File: config.mk
export PLATFORM = sky130hd
export DESIGN_NAME = sps_core
export DESIGN_NICKNAME = d
export VERILOG_FILES = /design/src/core/sps_pkg.sv /design/src/core/sps_clkdiv.sv /design/src/core/sps_core.sv /design/src/core/sps_sync.sv
export SDC_FILE = /design/constraint.sdc
export NUM_CORES = 1
export LEC_CHECK = 0
export BUFFER_PORTS_ARGS = -buffer_cell sky130_fd_sc_hd__buf_2
export CAP_MARGIN = 10
export CORE_MARGIN = 2
export CORE_UTILIZATION = 45
export DETAILED_ROUTE_END_ITERATION = 6
export PLACE_DENSITY = 0.71
export SKIP_LAST_GASP = 1
export SYNTH_ARGS = -nofsm -noshare
export SYNTH_HDL_FRONTEND = slang
export SYNTH_SLANG_ARGS = --single-unit
File: constraint.sdc
create_clock -name ref_clk -period 1.9 [get_ports ref_clk]
set_clock_uncertainty 0.15 [all_clocks]
set_input_delay 0.38 -clock ref_clk [delete_from_list [all_inputs] [get_ports ref_clk]]
set_output_delay 0.38 -clock ref_clk [all_outputs]
set_load 0.005 [all_outputs]
File: src/core/sps_pkg.sv
// Package: register map, field layout and timing constants for the serial port
package sps_pkg;

    // ==========================================================
    // Register offsets (byte addresses)
    localparam logic [7:0] CTRL_OFFSET   = 8'h00;
    localparam logic [7:0] STATUS_OFFSET = 8'h04;
    localparam logic [7:0] DATA_OFFSET   = 8'h08;
    localparam logic [7:0] CLKDIV_OFFSET = 8'h0C;

    // ==========================================================
    // Control field positions
    localparam int CTRL_ENABLE_BIT = 0;
    localparam int CTRL_MASTER_BIT = 1;
    localparam int CTRL_MODE_LO    = 2;
    localparam int CTRL_MODE_HI    = 3;

    // Status field positions
    localparam int STAT_DONE_BIT   = 0;
    localparam int STAT_FAULT_BIT  = 1;
    localparam int STAT_OVRN_BIT   = 2;
    localparam int STAT_WCOL_BIT   = 3;
    localparam int STAT_BUSY_BIT   = 4;
    localparam int STAT_SEL_BIT    = 5;

    // ==========================================================
    // Reset values and bits per byte
    localparam logic [1:0] MODE_RESET   = 2'h1;
    localparam logic [7:0] CLKDIV_RESET = 8'h03;
    localparam int         BYTE_BITS    = 8;

    // Select-line modes
    typedef enum logic [1:0] {
        SPS_SEL_3WIRE = 2'h0,
        SPS_SEL_INPUT = 2'h1,
        SPS_SEL_OUT0  = 2'h2,
        SPS_SEL_OUT1  = 2'h3
    } sps_sel_mode_e;

    // Master shifter states, Gray along the path
    typedef enum logic [1:0] {
        SPS_M_IDLE  = 2'b00,
        SPS_M_LEAD  = 2'b01,
        SPS_M_TRAIL = 2'b11,
        SPS_M_DONE  = 2'b10
    } sps_mstate_e;

    // Pin bundle toward the pads
    typedef struct packed {
        logic mosi_o;
        logic mosi_oe_n;
        logic miso_o;
        logic miso_oe_n;
        logic sck_o;
        logic sck_oe_n;
        logic ss_n_o;
        logic ss_n_oe_n;
        logic ss_pin_req;
    } sps_pins_s;

endpackage

File: src/core/sps_clkdiv.sv
// Divider producing one-cycle enable pulses for the master serial clock
module sps_clkdiv #(
    parameter int WIDTH = 8
) (
    input  wire logic             ref_clk,
    input  wire logic             reset,
    input  wire logic             run,
    input  wire logic [WIDTH-1:0] div,
    output logic                  tick
);
    logic [WIDTH-1:0] cnt_q;

    // ==========================================================
    // Half-period tick every div+1 cycles
    always_ff @(posedge ref_clk) begin
        if (reset || !run) begin
            cnt_q <= '0;
            tick  <= 1'b0;
        end else if (cnt_q >= div) begin
            cnt_q <= '0;
            tick  <= 1'b1;
        end else begin
            cnt_q <= cnt_q + WIDTH'(1);
            tick  <= 1'b0;
        end
    end
endmodule

File: src/core/sps_core.sv
// Serial port core: APB registers, master and slave shifters, select-line modes
// Notes on behaviour
// - Master drives master-out; slave only reads it.
// - Master samples master-in; slave drives it.
// - Bytes travel most significant bit first on both lines.
// - Master shows shift register top bit on master-out in both forms.
// - Master-in floats when disabled or as unselected 4-wire slave.
// - A 3-wire slave always drives its top bit on master-in.
// - Master makes the serial clock; slave takes it from outside.
// - Unselected 4-wire slave ignores all serial clock edges.
// - Select mode 00 is 3-wire; slave then counts as always selected.
// - Mode 01 slave: low select line selects the port.
// - Mode 01 master: falling select line turns master function off.
// - Upper mode bit set: select line output equals lower mode bit.
// - No select pin requested in 3-wire forms; requested otherwise.
// - Full duplex as master or slave; shared multi-master bus.
// - Mode fault clears master and enable bits and sets fault flag.
// - 4-wire slave resets its bit counter on falling select line.
// - Slave counts eight edges, then sets done and stores the byte if the receive buffer is empty.
//
// Design decisions made here: the register offsets and the APB slave port.
module sps_core (
    input  wire logic                ref_clk,
    input  wire logic                reset,
    input  wire logic                psel,
    input  wire logic                penable,
    input  wire logic                pwrite,
    input  wire logic [7:0]          paddr,
    input  wire logic [31:0]         pwdata,
    output logic      [31:0]         prdata,
    output logic                     pready,
    output logic                     pslverr,
    input  wire logic                mosi_i,
    input  wire logic                miso_i,
    input  wire logic                sck_i,
    input  wire logic                ss_n_i,
    output sps_pkg::sps_pins_s       pins
);
    // ==========================================================
    // Registers
    logic                 enable_q;
    logic                 master_q;
    logic [1:0]           mode_q;
    logic [7:0]           clkdiv_q;
    logic                 done_q;
    logic                 fault_q;
    logic                 ovrn_q;
    logic                 wcol_q;
    logic [7:0]           txbuf_q;
    logic                 txfull_q;
    logic [7:0]           shift_q;
    logic                 shfull_q;
    logic [7:0]           rxbuf_q;
    logic                 rxfull_q;
    logic [3:0]           bitcnt_q;
    logic                 sck_q;
    logic                 miso_samp_q;
    sps_pkg::sps_mstate_e mst_q;

    logic sck_rise, sck_fall;
    logic ss_lvl, ss_rise, ss_fall;
    logic tick;
    logic mosi_s1_q, mosi_s_q;
    logic miso_s1_q, miso_s_q;

    logic wr, rd, wr_ctrl, wr_stat, wr_data, rd_data;
    logic is_slave, three_wire, selected, fault_evt;
    logic m_byte_done, s_byte_done, s_sample, s_shift, load_sh;

    // ==========================================================
    // Pin synchronisers
    // Serial clock idles low in mode 0
    sps_sync #(
        .IDLE_LEVEL (1'b0)
    ) u_sck_sync (
        .ref_clk  (ref_clk),
        .reset    (reset),
        .async_in (sck_i),
        .level_q  (),
        .rise     (sck_rise),
        .fall     (sck_fall)
    );

    sps_sync u_ss_sync (
        .ref_clk  (ref_clk),
        .reset    (reset),
        .async_in (ss_n_i),
        .level_q  (ss_lvl),
        .rise     (ss_rise),
        .fall     (ss_fall)
    );

    // Data pins sampled twice as well; only the second stage is read
    always_ff @(posedge ref_clk) begin
        if (reset) begin
            mosi_s1_q <= 1'b0;
            mosi_s_q  <= 1'b0;
            miso_s1_q <= 1'b0;
            miso_s_q  <= 1'b0;
        end else begin
            mosi_s1_q <= mosi_i;
            mosi_s_q  <= mosi_s1_q;
            miso_s1_q <= miso_i;
            miso_s_q  <= miso_s1_q;
        end
    end

    sps_clkdiv #(
        .WIDTH (8)
    ) u_div (
        .ref_clk (ref_clk),
        .reset   (reset),
        .run     (mst_q == sps_pkg::SPS_M_LEAD || mst_q == sps_pkg::SPS_M_TRAIL),
        .div     (clkdiv_q),
        .tick    (tick)
    );

    // ==========================================================
    // Decode; zero wait states
    assign pready  = 1'b1;
    assign pslverr = 1'b0;
    assign wr      = psel & penable & pwrite;
    assign rd      = psel & penable & ~pwrite;
    assign wr_ctrl = wr && paddr == sps_pkg::CTRL_OFFSET;
    assign wr_stat = wr && paddr == sps_pkg::STATUS_OFFSET;
    assign wr_data = wr && paddr == sps_pkg::DATA_OFFSET;
    assign rd_data = rd && paddr == sps_pkg::DATA_OFFSET;

    assign is_slave   = enable_q & ~master_q;
    assign three_wire = mode_q == sps_pkg::SPS_SEL_3WIRE;
    assign selected   = three_wire | (mode_q == sps_pkg::SPS_SEL_INPUT & ~ss_lvl);
    // Fault only in multi-master mode on a falling select line
    assign fault_evt  = enable_q & master_q & (mode_q == sps_pkg::SPS_SEL_INPUT) & ss_fall;

    // Slave edges: sample on rise, shift on fall (phase 0, idle low)
    assign s_sample    = is_slave & selected & sck_rise;
    assign s_shift     = is_slave & selected & sck_fall;
    assign s_byte_done = s_sample && bitcnt_q == 4'(sps_pkg::BYTE_BITS - 1);
    assign m_byte_done = mst_q == sps_pkg::SPS_M_DONE;

    always_comb begin
        prdata = 32'h0000_0000;
        if (rd) begin
            case (paddr)
                sps_pkg::CTRL_OFFSET:   prdata = {28'h0, mode_q, master_q, enable_q};
                sps_pkg::STATUS_OFFSET: prdata = {26'h0, ~ss_lvl, mst_q != sps_pkg::SPS_M_IDLE,
                                                  wcol_q, ovrn_q, fault_q, done_q};
                sps_pkg::DATA_OFFSET:   prdata = {24'h0, rxbuf_q};
                sps_pkg::CLKDIV_OFFSET: prdata = {24'h0, clkdiv_q};
                default:                prdata = 32'h0000_0000;
            endcase
        end
    end

    // ==========================================================
    // Control register; fault beats a same-cycle write
    always_ff @(posedge ref_clk) begin
        if (reset) begin
            enable_q <= 1'b0;
            master_q <= 1'b0;
            mode_q   <= sps_pkg::MODE_RESET;
            clkdiv_q <= sps_pkg::CLKDIV_RESET;
        end else begin
            if (wr_ctrl) begin
                enable_q <= pwdata[sps_pkg::CTRL_ENABLE_BIT];
                master_q <= pwdata[sps_pkg::CTRL_MASTER_BIT];
                mode_q   <= pwdata[sps_pkg::CTRL_MODE_HI:sps_pkg::CTRL_MODE_LO];
            end
            if (wr && paddr == sps_pkg::CLKDIV_OFFSET) begin
                clkdiv_q <= pwdata[7:0];
            end
            if (fault_evt) begin
                enable_q <= 1'b0;
                master_q <= 1'b0;
            end
        end
    end

    // Sticky flags: write one to clear, set wins
    always_ff @(posedge ref_clk) begin
        if (reset) begin
            done_q  <= 1'b0;
            fault_q <= 1'b0;
            ovrn_q  <= 1'b0;
            wcol_q  <= 1'b0;
        end else begin
            done_q  <= (done_q & ~(wr_stat & pwdata[sps_pkg::STAT_DONE_BIT]))
                       | m_byte_done | s_byte_done;
            fault_q <= (fault_q & ~(wr_stat & pwdata[sps_pkg::STAT_FAULT_BIT]))
                       | fault_evt;
            ovrn_q  <= (ovrn_q & ~(wr_stat & pwdata[sps_pkg::STAT_OVRN_BIT]))
                       | (s_byte_done & rxfull_q);
            wcol_q  <= (wcol_q & ~(wr_stat & pwdata[sps_pkg::STAT_WCOL_BIT]))
                       | (wr_data & txfull_q);
        end
    end

    // ==========================================================
    // Transmit buffer and shift register load
    // Buffer empties only when the shift register really takes the byte,
    // otherwise a slave with a stale bit count would drop it
    assign load_sh = txfull_q & ~shfull_q & (master_q ? (mst_q == sps_pkg::SPS_M_IDLE)
                                                      : (bitcnt_q == 4'h0 && !s_shift));

    always_ff @(posedge ref_clk) begin
        if (reset || !enable_q) begin
            txfull_q <= 1'b0;
            txbuf_q  <= 8'h00;
        end else if (wr_data && !txfull_q) begin
            txfull_q <= 1'b1;
            txbuf_q  <= pwdata[7:0];
        end else if (load_sh) begin
            txfull_q <= 1'b0;
        end
    end

    // Master sequencer
    always_ff @(posedge ref_clk) begin
        if (reset || !enable_q || !master_q) begin
            mst_q <= sps_pkg::SPS_M_IDLE;
            sck_q <= 1'b0;
        end else begin
            case (mst_q)
                sps_pkg::SPS_M_IDLE: begin
                    if (shfull_q) begin
                        mst_q <= sps_pkg::SPS_M_LEAD;
                    end
                end
                sps_pkg::SPS_M_LEAD: begin
                    if (tick) begin
                        sck_q <= 1'b1;
                        mst_q <= sps_pkg::SPS_M_TRAIL;
                    end
                end
                sps_pkg::SPS_M_TRAIL: begin
                    if (tick) begin
                        sck_q <= 1'b0;
                        mst_q <= (bitcnt_q == 4'(sps_pkg::BYTE_BITS)) ? sps_pkg::SPS_M_DONE
                                                                      : sps_pkg::SPS_M_LEAD;
                    end
                end
                sps_pkg::SPS_M_DONE: mst_q <= sps_pkg::SPS_M_IDLE;
                default:             mst_q <= sps_pkg::SPS_M_IDLE;
            endcase
        end
    end

    // Shift register, bit counter and receive buffer
    always_ff @(posedge ref_clk) begin
        if (reset || !enable_q) begin
            shift_q     <= 8'h00;
            shfull_q    <= 1'b0;
            bitcnt_q    <= 4'h0;
            miso_samp_q <= 1'b0;
        end else if (master_q) begin
            if (load_sh && mst_q == sps_pkg::SPS_M_IDLE) begin
                shift_q  <= txbuf_q;
                shfull_q <= 1'b1;
                bitcnt_q <= 4'h0;
            end else if (mst_q == sps_pkg::SPS_M_LEAD && tick) begin
                miso_samp_q <= miso_s_q;
                bitcnt_q    <= bitcnt_q + 4'h1;
            end else if (mst_q == sps_pkg::SPS_M_TRAIL && tick) begin
                shift_q <= {shift_q[6:0], miso_samp_q};
            end else if (m_byte_done) begin
                shfull_q <= 1'b0;
            end
        end else begin
            if (mode_q == sps_pkg::SPS_SEL_INPUT && ss_fall) begin
                bitcnt_q <= 4'h0;
            end else if (s_byte_done) begin
                bitcnt_q <= 4'h0;
                shfull_q <= 1'b0;
            end else if (s_sample) begin
                bitcnt_q <= bitcnt_q + 4'h1;
            end
            if (s_sample) begin
                miso_samp_q <= mosi_s_q;
            end
            if (s_shift) begin
                shift_q <= {shift_q[6:0], miso_samp_q};
            end else if (load_sh && bitcnt_q == 4'h0) begin
                shift_q  <= txbuf_q;
                shfull_q <= 1'b1;
            end
        end
    end

    always_ff @(posedge ref_clk) begin
        if (reset) begin
            rxbuf_q  <= 8'h00;
            rxfull_q <= 1'b0;
        end else begin
            if (m_byte_done && !rxfull_q) begin
                rxbuf_q  <= shift_q;
                rxfull_q <= 1'b1;
            end else if (s_byte_done && !rxfull_q) begin
                rxbuf_q  <= {shift_q[6:0], mosi_s_q};
                rxfull_q <= 1'b1;
            end else if (rd_data) begin
                rxfull_q <= 1'b0;
            end
        end
    end

    // ==========================================================
    // Pin drive; enables are active low
    always_comb begin
        pins.mosi_o     = shift_q[7];
        pins.mosi_oe_n  = ~(enable_q & master_q);
        pins.sck_o      = sck_q;
        pins.sck_oe_n   = ~(enable_q & master_q);
        pins.miso_o     = shift_q[7];
        pins.miso_oe_n  = ~(is_slave & selected);
        pins.ss_n_o     = mode_q[0];
        pins.ss_n_oe_n  = ~mode_q[1];
        pins.ss_pin_req = ~three_wire;
    end

    // ==========================================================
    // Checks
    chk_miso_float: assert property (@(posedge ref_clk) disable iff (reset)
        (!enable_q || (!master_q && mode_q == sps_pkg::SPS_SEL_INPUT && ss_lvl))
        |-> pins.miso_oe_n)
        else $error("miso driven while disabled or unselected");
    chk_three_wire: assert property (@(posedge ref_clk) disable iff (reset)
        (is_slave && three_wire) |-> (!pins.miso_oe_n && pins.miso_o == shift_q[7]))
        else $error("3-wire slave not driving top bit");
    chk_mosi_master: assert property (@(posedge ref_clk) disable iff (reset)
        (enable_q && master_q) |-> (!pins.mosi_oe_n && pins.mosi_o == shift_q[7]))
        else $error("master not driving mosi");
    chk_fault_clear: assert property (@(posedge ref_clk) disable iff (reset)
        fault_evt |=> (!enable_q && !master_q && fault_q))
        else $error("mode fault did not disable port");
    chk_ss_output: assert property (@(posedge ref_clk) disable iff (reset)
        mode_q[1] |-> (!pins.ss_n_oe_n && pins.ss_n_o == mode_q[0]))
        else $error("select output level wrong");
    chk_pin_request: assert property (@(posedge ref_clk) disable iff (reset)
        pins.ss_pin_req == (mode_q != sps_pkg::SPS_SEL_3WIRE))
        else $error("select pin request wrong");
    chk_ignore_sck: assert property (@(posedge ref_clk) disable iff (reset)
        (is_slave && mode_q == sps_pkg::SPS_SEL_INPUT && ss_lvl && !ss_fall && !wr_ctrl)
        |=> $stable(bitcnt_q))
        else $error("unselected slave counted a clock edge");
    chk_bit_reset: assert property (@(posedge ref_clk) disable iff (reset)
        (is_slave && mode_q == sps_pkg::SPS_SEL_INPUT && ss_fall && !wr_ctrl)
        |=> bitcnt_q == 4'h0)
        else $error("bit counter not reset on select fall");
    chk_slave_done: assert property (@(posedge ref_clk) disable iff (reset)
        s_byte_done |=> done_q)
        else $error("done flag not set after eighth bit");
    chk_sck_slave: assert property (@(posedge ref_clk) disable iff (reset)
        !master_q |-> pins.sck_oe_n)
        else $error("slave drives serial clock");
    chk_tx_load: assert property (@(posedge ref_clk) disable iff (reset)
        (enable_q && $fell(txfull_q)) |-> shfull_q)
        else $error("tx byte dropped before reaching shift register");
endmodule

File: src/core/sps_sync.sv
// Two-stage synchroniser with edge outputs for one external pin
module sps_sync #(
    parameter logic IDLE_LEVEL = 1'b1
) (
    input  wire logic ref_clk,
    input  wire logic reset,
    input  wire logic async_in,
    output logic      level_q,
    output logic      rise,
    output logic      fall
);
    logic meta_q;
    logic sync_q;

    // ==========================================================
    // Only sync_q reads meta_q
    // Reset to the pin's idle level, else a false edge follows reset
    always_ff @(posedge ref_clk) begin
        if (reset) begin
            meta_q  <= IDLE_LEVEL;
            sync_q  <= IDLE_LEVEL;
            level_q <= IDLE_LEVEL;
        end else begin
            meta_q  <= async_in;
            sync_q  <= meta_q;
            level_q <= sync_q;
        end
    end

    assign rise = sync_q & ~level_q;
    assign fall = ~sync_q & level_q;
endmodule

==> reports/qor.csv, run 1 <==
stage;metric;value;unit
run_status;status;complete, but fails checks;
run_status;failed_checks;setup timing;
finish;most-common-layout-cells;dfxtp_1, buf_4, buf_2;
sta;setup_tns;-0.2183;ns
synth;synth_mux_area_frac;0.08904;
detailed_routing;vias;3643;
global_routing;grt_pass1_wl;17610;µm
detailed_routing;first_pass_iters;6;
synth;synth_area_per_cell;8.806;µm²
finish;design_area;4881;µm²
synth;async_flop_share;0;
power_and_ir_drop;power;2.758;mW
sta;period_needed;1.958;ns
global_routing;grt_use_total;0.2261;
finish;area_delta_synth_final;23.18;%
setup_path;crit_cells;3;
clock_tree;clockBufferDepth;2;
detailed_routing;drc;0;
synth;post_synth_and_or_nand_nor_area_fraction;0.2365;
setup_path;crit_chain;mux4_2 > nor2b_4 > buf_2;
die;ios;92;
hold_path;hold_class;in2reg;
global_routing;grt_pass1_vias;3597;
sta;final-setup-viol-count;6;
detailed_routing;ant_nets;0;
setup_path;critPathCaptureType;output port;
sta;setup_slack;-0.05835;ns
place;io_buffers;41;
die;fp.dieArea;9573;µm²
finish;layout-drive-gt1-share;0.3258;
synth;synthAdderAreaFrac;0.03473;
setup_path;critPathRequiredTime;1.37;ns
sta;fmax;0.5106;GHz
die;start_util;0.4589;
finish;diodes;0;
place;gp_congestion;0.8973;
detailed_routing;vias_per_cell;5.728;
detailed_routing;route.final.wire_length;10720;µm
sta;period_share;1.031;
synth;ys_ff_latch;70;
power_and_ir_drop;p_leak;1.851;nW
detailed_routing;wl_per_cell;16.86;µm
synth;yosys_warnings;0;
synth;syn-cell-area;3963;µm²
setup_path;slowest_stage;mux4_2;
sta;grt_setup_unrepaired;true;
place;place_hpwl;7768;µm
setup_path;arrival;1.43;ns
synth;synth_edf_count;0;
die;rows;34;
synth;ys_types;60;
clock_tree;cts_made_buffers;9;
setup_path;critical_path.max_stage_delay;0.48;ns
setup_path;worstSetupStartpoint;master_q;
setup_path;crit_type;reg2out;
clock_tree;h-tree-depth;3;
die;die_y;97.84;µm
clock_tree;cts_tree;yes;
sta;final_hold_viol_count;0;
global_routing;grt-ovfl-total;0;
finish;final_common_cell;dfxtp_1;
setup_path;crit_buf_inv;1;
setup_path;crit_family;multiplexers;
setup_path;cp-start-kind;flip-flop;
synth;synth_xor_area_frac;0.01326;
global_routing;grt_antenna_before_repair;0;
clock_tree;cts_hold_buf;0;
sta;drv_slew;0;
synth;synth_cells;450;
die;chipWidth;97.84;µm
power_and_ir_drop;power-per-cell-area;565.0;nW/µm²
synth;synth_top_family_by_area;simple AND/OR/NAND/NOR gates;
synth;synth_compound_area_frac;0.1740;
clock_tree;clkSlewWorstSetupHoldPaths;0.07;ns
synth;seq_area_frac_synth;0.3536;
place;place_area;4422;µm²
die;core;8636;µm²
job;cap_violations;0;
clock_tree;cts-root-buf;clkbuf_8;
detailed_routing;drt-initial-drc-count;272;
setup_path;path_max_fanout;2;
clock_tree;clk_latency;0.35;ns
power_and_ir_drop;irDropWorstVdd;486.5;µV
global_routing;grt_max_degree;26;
setup_path;rr_startpoint;clkdiv_q[4];
hold_path;hold_depth;2;
setup_path;r2r_cells;7;
clock_tree;clock_sinks;70;
hold_path;hp-start;ss_n_i;
finish;final_nets;585;
synth;synthFlopType;dfxtp_1;
## power by group
part | switching, mW | internal, mW | leakage, nW
Combinational | 0.0799 | 0.0666 | 1.19
Sequential | 0.00498 | 1.47 | 0.569
Clock | 0.551 | 0.584 | 0.0907
Total | 0.636 | 2.12 | 1.85
## cells in the mapped netlist, types with 2 or more instances
cell,instances,area (µm²)
dfxtp_1,70,1401
buf_4,31,232.7
nand3_1,27,135.1
a21oi_1,26,130.1
mux2i_1,24,240.2
nand2_1,23,86.33
o21ai_0,22,110.1
clkbuf_1,18,67.56
a211oi_1,16,120.1
inv_1,16,60.06
nor2_1,16,60.06
nor2b_1,15,93.84
or2_2,14,87.58
ha_1,11,137.6
nand3b_1,11,82.58
a31oi_1,10,62.56
nand4b_1,8,70.07
o311ai_0,8,70.07
and3_1,5,31.28
nand2b_1,5,31.28
nor3_1,5,25.02
a21o_1,4,30.03
buf_1,4,15.01
mux4_2,4,90.09
xor2_1,4,35.03
a311oi_1,3,26.28
nand4bb_1,3,33.78
nor3b_1,3,22.52
nor4bb_1,3,30.03
and2_1,2,12.51
and3b_1,2,17.52
conb_1,2,7.510
mux2_2,2,22.52
nand4_1,2,12.51
o211ai_1,2,15.01
o21ai_1,2,10.01
o2bb2ai_1,2,17.52
o31a_1,2,17.52
xnor2_1,2,17.52
## logic make-up after synthesis
group                      Yosys count
xor gates and xnor gates             6
DFF                                 70
and+or+nand+nor                    154
buffers and inverters               71
other                                2
muxes                               30
adders and majority gates           11
AOI/OAI and AO/OA                  106
## path summary, 6_finish.rpt
path                 endpoint  slack, ns
max                 prdata[1]      -0.06
min          u_ss_sync.meta_q       0.07
max reg2reg    u_div.cnt_q[6]       0.03
min reg2reg  u_ss_sync.sync_q       0.29
## timing repair
item,in CTS,in global routing
endpoints found under the setup margin,25,33
setup buffers,7,1
pin swaps,3,9
gates cloned,1,1
hold endpoints to repair,0,0
resized for setup,28,35
## state kept, by name, indices dropped and copies added, names as in the netlist, 2 cells and up
register and cells:
shift_q 8, bitcnt_q 4, mode_q 2, mst_q 2, rxbuf_q 8, txbuf_q 8
clkdiv_q 8, u_div.cnt_q 8
## metal layers
metal  wire length, µm  track usage
met1              4599       0.2927
met2              5278       0.3799
met3               544      0.02792
met4               297      0.09829
met5                 0            0
## area by class of cell
cell class | instances | area (µm²)
Clock inverter | 5 | 52.55
Clock buffer | 9 | 123.9
Inverter | 17 | 63.81
Multi-Input combinational cell | 333 | 2435
Tap cell | 108 | 135.1
Timing Repair Buffer | 94 | 649.4
Sequential cell | 70 | 1421
Fill cell | 773 | 3755
## metrics by stage
stage | hold WS, ns | setup WS, ns | utilization | instances
floorplan | 0.2395 | -0.05790 | - | 474
global placement | 0.2426 | -0.2284 | 0.5120 | 613
detailed placement | 0.2623 | -0.2404 | 0.5120 | 613
CTS | 0.06530 | -0.06035 | 0.5487 | 634
global route | 0.05883 | -0.1155 | 0.5652 | 636
finish | 0.06985 | -0.05835 | 0.5652 | 636
No activity file was read; power rests on OpenSTA's default activity.
==> run 2, diff against run 1 <==
==> constraint.sdc (replaced) <==
create_clock -name ref_clk -period 1.9 [get_ports ref_clk]
set_clock_uncertainty 0.15 [all_clocks]
set_input_delay 0.285 -clock ref_clk [delete_from_list [all_inputs] [get_ports ref_clk]]
set_output_delay 0.285 -clock ref_clk [all_outputs]
set_load 0.005 [all_outputs]
==> run 2 against run 1 <==
The run now ends clean. Sequential power about the same. Core utilization down 0.30 points. Cell count down 0.94%. Via count down 0.74%. Sequential share of layout area up 0.21 points. Worst setup slack better by 0.072 ns. Non-clock buffer count down 7. Routed wire length down 3.6%. First-iteration DRC count down 6.6%. Global-route usage down 0.77 points. Register-to-register slack better by 0.05 ns.
==> reports/qor.csv, run 2 (synthesized netlist as in run 1, its figures left out) <==
stage;metric;value;unit
sta;final_hold_viol_count;0;
global_routing;grt_pass1_wl;16950;µm
detailed_routing;drt-initial-drc-count;254;
detailed_routing;ant_nets;0;
finish;diodes;0;
clock_tree;cts-root-buf;clkbuf_8;
setup_path;cp-start-kind;flip-flop;
finish;area_delta_synth_final;22.51;%
setup_path;rr_startpoint;clkdiv_q[4];
detailed_routing;wl_per_cell;16.41;µm
sta;grt_setup_unrepaired;true;
place;io_buffers;41;
setup_path;critPathCaptureType;output port;
job;cap_violations;0;
power_and_ir_drop;power.net_switching;0.6716;mW
detailed_routing;vias;3616;
setup_path;critPathRequiredTime;1.46;ns
setup_path;worstSetupStartpoint;master_q;
setup_path;path_max_fanout;3;
place;dpl_worst_slack;-0.2208;ns
detailed_routing;vias_per_cell;5.740;
power_and_ir_drop;p_clk_frac;0.457;
finish;most-common-layout-cells;dfxtp_1, buf_4, buf_2;
clock_tree;clock_sinks;70;
global_routing;grt_antenna_before_repair;0;
detailed_routing;first_pass_iters;5;
sta;fmax;0.5301;GHz
die;rows;34;
power_and_ir_drop;internal_power;2.299;mW
place;post-place-cells;607;
sta;setup_slack;0.01353;ns
detailed_routing;route.final.wire_length;10340;µm
die;die_y;97.84;µm
finish;final_common_cell;dfxtp_1;
sta;final-setup-viol-count;0;
die;start_util;0.4589;
detailed_routing;drc;0;
sta;max_slew_margin;0.6355;
power_and_ir_drop;power-per-cell-area;611.9;nW/µm²
power_and_ir_drop;p_leak;1.819;nW
global_routing;grt_use_total;0.2185;
global_routing;grt_max_degree;27;
global_routing;grt_pass1_vias;3424;
die;core;8636;µm²
clock_tree;clkSlewWorstSetupHoldPaths;0.07;ns
sta;drv_slew;0;
sta;period_share;0.9929;
finish;final_cells;630;
clock_tree;cts_tree;yes;
place;gp_congestion;0.9414;
setup_path;arrival;1.45;ns
clock_tree;h-tree-depth;3;
hold_path;hp-start;sck_i;
setup_path;crit_type;reg2out;
clock_tree;clockBufferDepth;2;
power_and_ir_drop;pwr-share-seq;0.496;
die;fp.dieArea;9573;µm²
clock_tree;cts_made_buffers;9;
place;place_hpwl;7590;µm
finish;layout-drive-gt1-share;0.2969;
die;chipWidth;97.84;µm
run_status;status;finished clean;
finish;final_nets;578;
sta;tightest_slew;0.5454;ns
sta;period_needed;1.886;ns
global_routing;grt-ovfl-total;0;
power_and_ir_drop;power.share.combinational;0.047;
power_and_ir_drop;swShare;0.2261;
die;ios;92;
hold_path;hold_class;in2reg;
clock_tree;clk_latency;0.35;ns
power_and_ir_drop;irDropWorstVdd;389.9;µV
[run 2: changes by cell type in the layout (fill, tap and decap cells not counted), moves of 3 or more]
cell	before	now
dlygate4sd3_1	0	3
buf_4	48	41
o21ai_0	14	19
clkinv_2	3	0
buf_6	7	1
o21ai_1	9	4
[run 2: final cells by class]
type / instances / area (µm²)
clock buffers: 10 / 137.6
well taps: 108 / 135.1
fillers: 782 / 3781
multi-input cells: 333 / 2421
flip-flops and latches: 70 / 1424
inverters: 17 / 63.81
repair buffers: 87 / 589.3
clock inverters: 5 / 83.83
[run 2: power by group through the flow]
stage | sequential [mW] | clock (mW) | combinational [mW]
2_1_floorplan | 1.51 | 0 | 0.106
3_3_place_gp | 1.51 | 0 | 0.122
3_5_place_dp | 1.51 | 0 | 0.123
4_1_cts | 1.48 | 1.37 | 0.129
5_1_grt | 1.47 | 1.44 | 0.152
6_report | 1.47 | 1.36 | 0.140
[run 2: layer usage]
metal,track usage,up-vias,share of wire
met5,0,-,0
met4,0.06197,0,0.017
met3,0.04796,24,0.054
met2,0.3641,125,0.49
met1,0.2858,1740,0.43
li1,-,1727,-
[run 2: through the flow]
| stage | cell area, µm² | setup TNS (ns) | total power, mW | utilization | hold WS [ns] |
|---|---|---|---|---|---|
| 2_1_floorplan | 4086 | -0.000001110 | 1.618 | - | 0.2388 |
| 3_3_place_gp | 4389 | -1.356 | 1.635 | 0.5083 | 0.2412 |
| 3_5_place_dp | 4389 | -2.935 | 1.637 | 0.5083 | 0.2467 |
| 4_1_cts | 4718 | 0 | 2.969 | 0.5464 | 0.002798 |
| 5_1_grt | 4855 | -0.05286 | 3.067 | 0.5622 | 0.02651 |
| 6_report | 4855 | 0 | 2.971 | 0.5622 | 0.01059 |
[run 2: critical path, stage by stage (launching register included)]
cell	delay, ns
dfxtp_4	0.36
mux4_2	0.49
nor2b_4	0.14
buf_2	0.12
[run 2: worst paths after layout]
check | end | slack [ns] | cells past startpoint
worst max register to register | u_div.cnt_q[4] | 0.08 | 7
worst max-delay path | prdata[1] | 0.01 | 3
worst min register to register | u_ss_sync.sync_q | 0.26 | 1
worst min-delay path | u_sck_sync.meta_q | 0.01 | 2
[run 2: timing repair]
action,in CTS,in global routing
gates cloned,1,0
setup buffers,5,3
pin swaps,2,1
endpoints found under the hold margin,3,0
gates resized for setup,19,26
hold buffers,3,0
endpoints found under the setup margin,21,38
==> run 3, diff against run 2 <==
PLACE_DENSITY = 0.72   (was 0.71)
SETUP_SLACK_MARGIN = 0.05   (was not set)
SYNTH_HIERARCHICAL = 1   (was not set)
==> run 3 against run 2 <==
The run now ends with setup timing left. Worst setup slack worse by 0.074 ns. Critical path type unchanged. Count of clock-buffer cells in the layout down 1. Worst hold slack better by 0.039 ns. Largest power group unchanged. Global-route usage down 2.7 points.
==> reports/qor.csv, run 3 <==
stage;metric;value;unit
finish;diodes;0;
detailed_routing;drt-initial-drc-count;187;
die;rows;33;
power_and_ir_drop;swShare;0.2334;
clock_tree;h-tree-depth;3;
job;cap_violations;0;
detailed_routing;vias_per_cell;5.174;
finish;final_util;0.5753;
finish;final_cells;597;
setup_path;critPathCaptureType;output port;
finish;multiInputGateArea;2130;µm²
finish;fillers;718;
detailed_routing;drc;0;
detailed_routing;first_pass_iters;4;
finish;layout-drive-gt1-share;0.3577;
global_routing;grt_antenna_before_repair;0;
clock_tree;clkSlewWorstSetupHoldPaths;0.08;ns
place;place_area;4103;µm²
sta;period_share;1.032;
global_routing;grt_pass1_vias;2808;
sta;final-setup-viol-count;4;
place;post-place-cells;561;
sta;tightest_slew;0.5340;ns
power_and_ir_drop;power-per-cell-area;595.2;nW/µm²
clock_tree;cts_tree;yes;
finish;final_common_cell;dfxtp_1;
setup_path;crit_type;reg2out;
power_and_ir_drop;internal_power;2.124;mW
finish;most-common-layout-cells;dfxtp_1, buf_2, buf_4, nor2_1, mux2i_1;
detailed_routing;route.final.wire_length;8661;µm
run_status;failed_checks;setup timing;
detailed_routing;ant_nets;0;
sta;period_needed;1.960;ns
place;gp_congestion;0.8653;
place;place_hpwl;5916;µm
die;fp.dieArea;8931;µm²
run_status;status;complete, but fails checks;
synth;synth_cells;404;
place;io_buffers;41;
sta;setup_slack;-0.06000;ns
clock_tree;clock_sinks;70;
die;start_util;0.4555;
sta;max_slew_margin;0.6440;
power_and_ir_drop;power.share.combinational;0.049;
finish;area_delta_synth_final;26.31;%
power_and_ir_drop;irDropWorstVdd;460.6;µV
finish;final_nets;547;
setup_path;r2r_cells;6;
place;dpl_worst_slack;-0.1695;ns
die;ios;92;
clock_tree;clk_latency;0.34;ns
detailed_routing;wl_per_cell;14.51;µm
hold_path;hold_class;in2reg;
power_and_ir_drop;p_clk_frac;0.421;
sta;setup_tns;-0.1741;ns
clock_tree;cts_made_buffers;9;
synth;syn-cell-area;3686;µm²
setup_path;critPathRequiredTime;1.46;ns
global_routing;grt_use_total;0.1918;
power_and_ir_drop;power;2.771;mW
synth;synth_area_per_cell;9.124;µm²
clock_tree;clockBufferDepth;2;
finish;design_area;4656;µm²
power_and_ir_drop;power.net_switching;0.6468;mW
global_routing;grt_pass1_wl;13180;µm
setup_path;cp-start-kind;flip-flop;
power_and_ir_drop;pwr-share-seq;0.531;
sta;final_hold_viol_count;0;
sta;grt_setup_unrepaired;true;
hold_path;hold_depth;3;
die;chipWidth;94.51;µm
detailed_routing;vias;3089;
sta;whs;0.04931;ns
clock_tree;cts-root-buf;clkbuf_8;
global_routing;grt_max_degree;20;
power_and_ir_drop;p_leak;1.955;nW
die;die_y;94.51;µm
global_routing;grt-ovfl-total;0;
sta;fmax;0.5102;GHz
setup_path;path_max_fanout;3;
finish;regArea;1430;µm²
die;core;8093;µm²
sta;drv_slew;0;
synth;yosys_warnings;6;
setup_path;arrival;1.53;ns
run 3: worst paths after layout:
check / start / end / slack [ns]
worst min register to register: u_ss_sync/meta_q / u_ss_sync/sync_q / 0.25
worst min-delay path: pwdata[6] / clkdiv_q[6] / 0.05
worst max register to register: u_sck_sync/sync_q / bitcnt_q[3] / 0
worst max-delay path: master_q / prdata[1] / -0.06
run 3: power groups by stage:
| stage | clock network (mW) | registers (mW) | logic (mW) |
|---|---|---|---|
| after floorplan | 0 | 1.51 | 0.101 |
| after global placement | 0 | 1.51 | 0.117 |
| after detailed placement | 0 | 1.51 | 0.120 |
| after CTS | 1.19 | 1.47 | 0.128 |
| after global routing | 1.26 | 1.47 | 0.149 |
| final | 1.17 | 1.47 | 0.134 |
run 3: critical path, stage by stage (launching register included):
cell,delay (ns)
dfxtp_4,0.36
buf_8,0.11
mux4_2,0.45
nor2b_1,0.14
buf_2,0.12
run 3: repair_timing:
action | in CTS | in global routing
pin swaps | 2 | 16
gates resized for setup | 27 | 38
setup endpoints to repair | 24 | 37
hold buffers | 4 | 0
hold endpoints to repair | 4 | 0
gates cloned | 1 | 1
buffers inserted | 5 | 9
run 3: per-layer routing:
| metal | wire length, µm | up-vias | track usage |
|---|---|---|---|
| li1 | - | 1510 | - |
| met4 | 219 | 0 | 0.08213 |
| met3 | 417 | 22 | 0.04469 |
| met5 | 0 | - | 0 |
| met1 | 3712 | 1466 | 0.2326 |
| met2 | 4311 | 91 | 0.3256 |
run 3: area by class of cell:
| type | instances | area share |
|---|---|---|
| Sequential cell | 70 | 0.3072 |
| Multi-Input combinational cell | 290 | 0.4574 |
| Inverter | 20 | 0.01612 |
| Timing Repair Buffer | 96 | 0.1505 |
| Clock buffer | 9 | 0.02661 |
| Clock inverter | 7 | 0.01397 |
| Tap cell | 105 | 0.02822 |
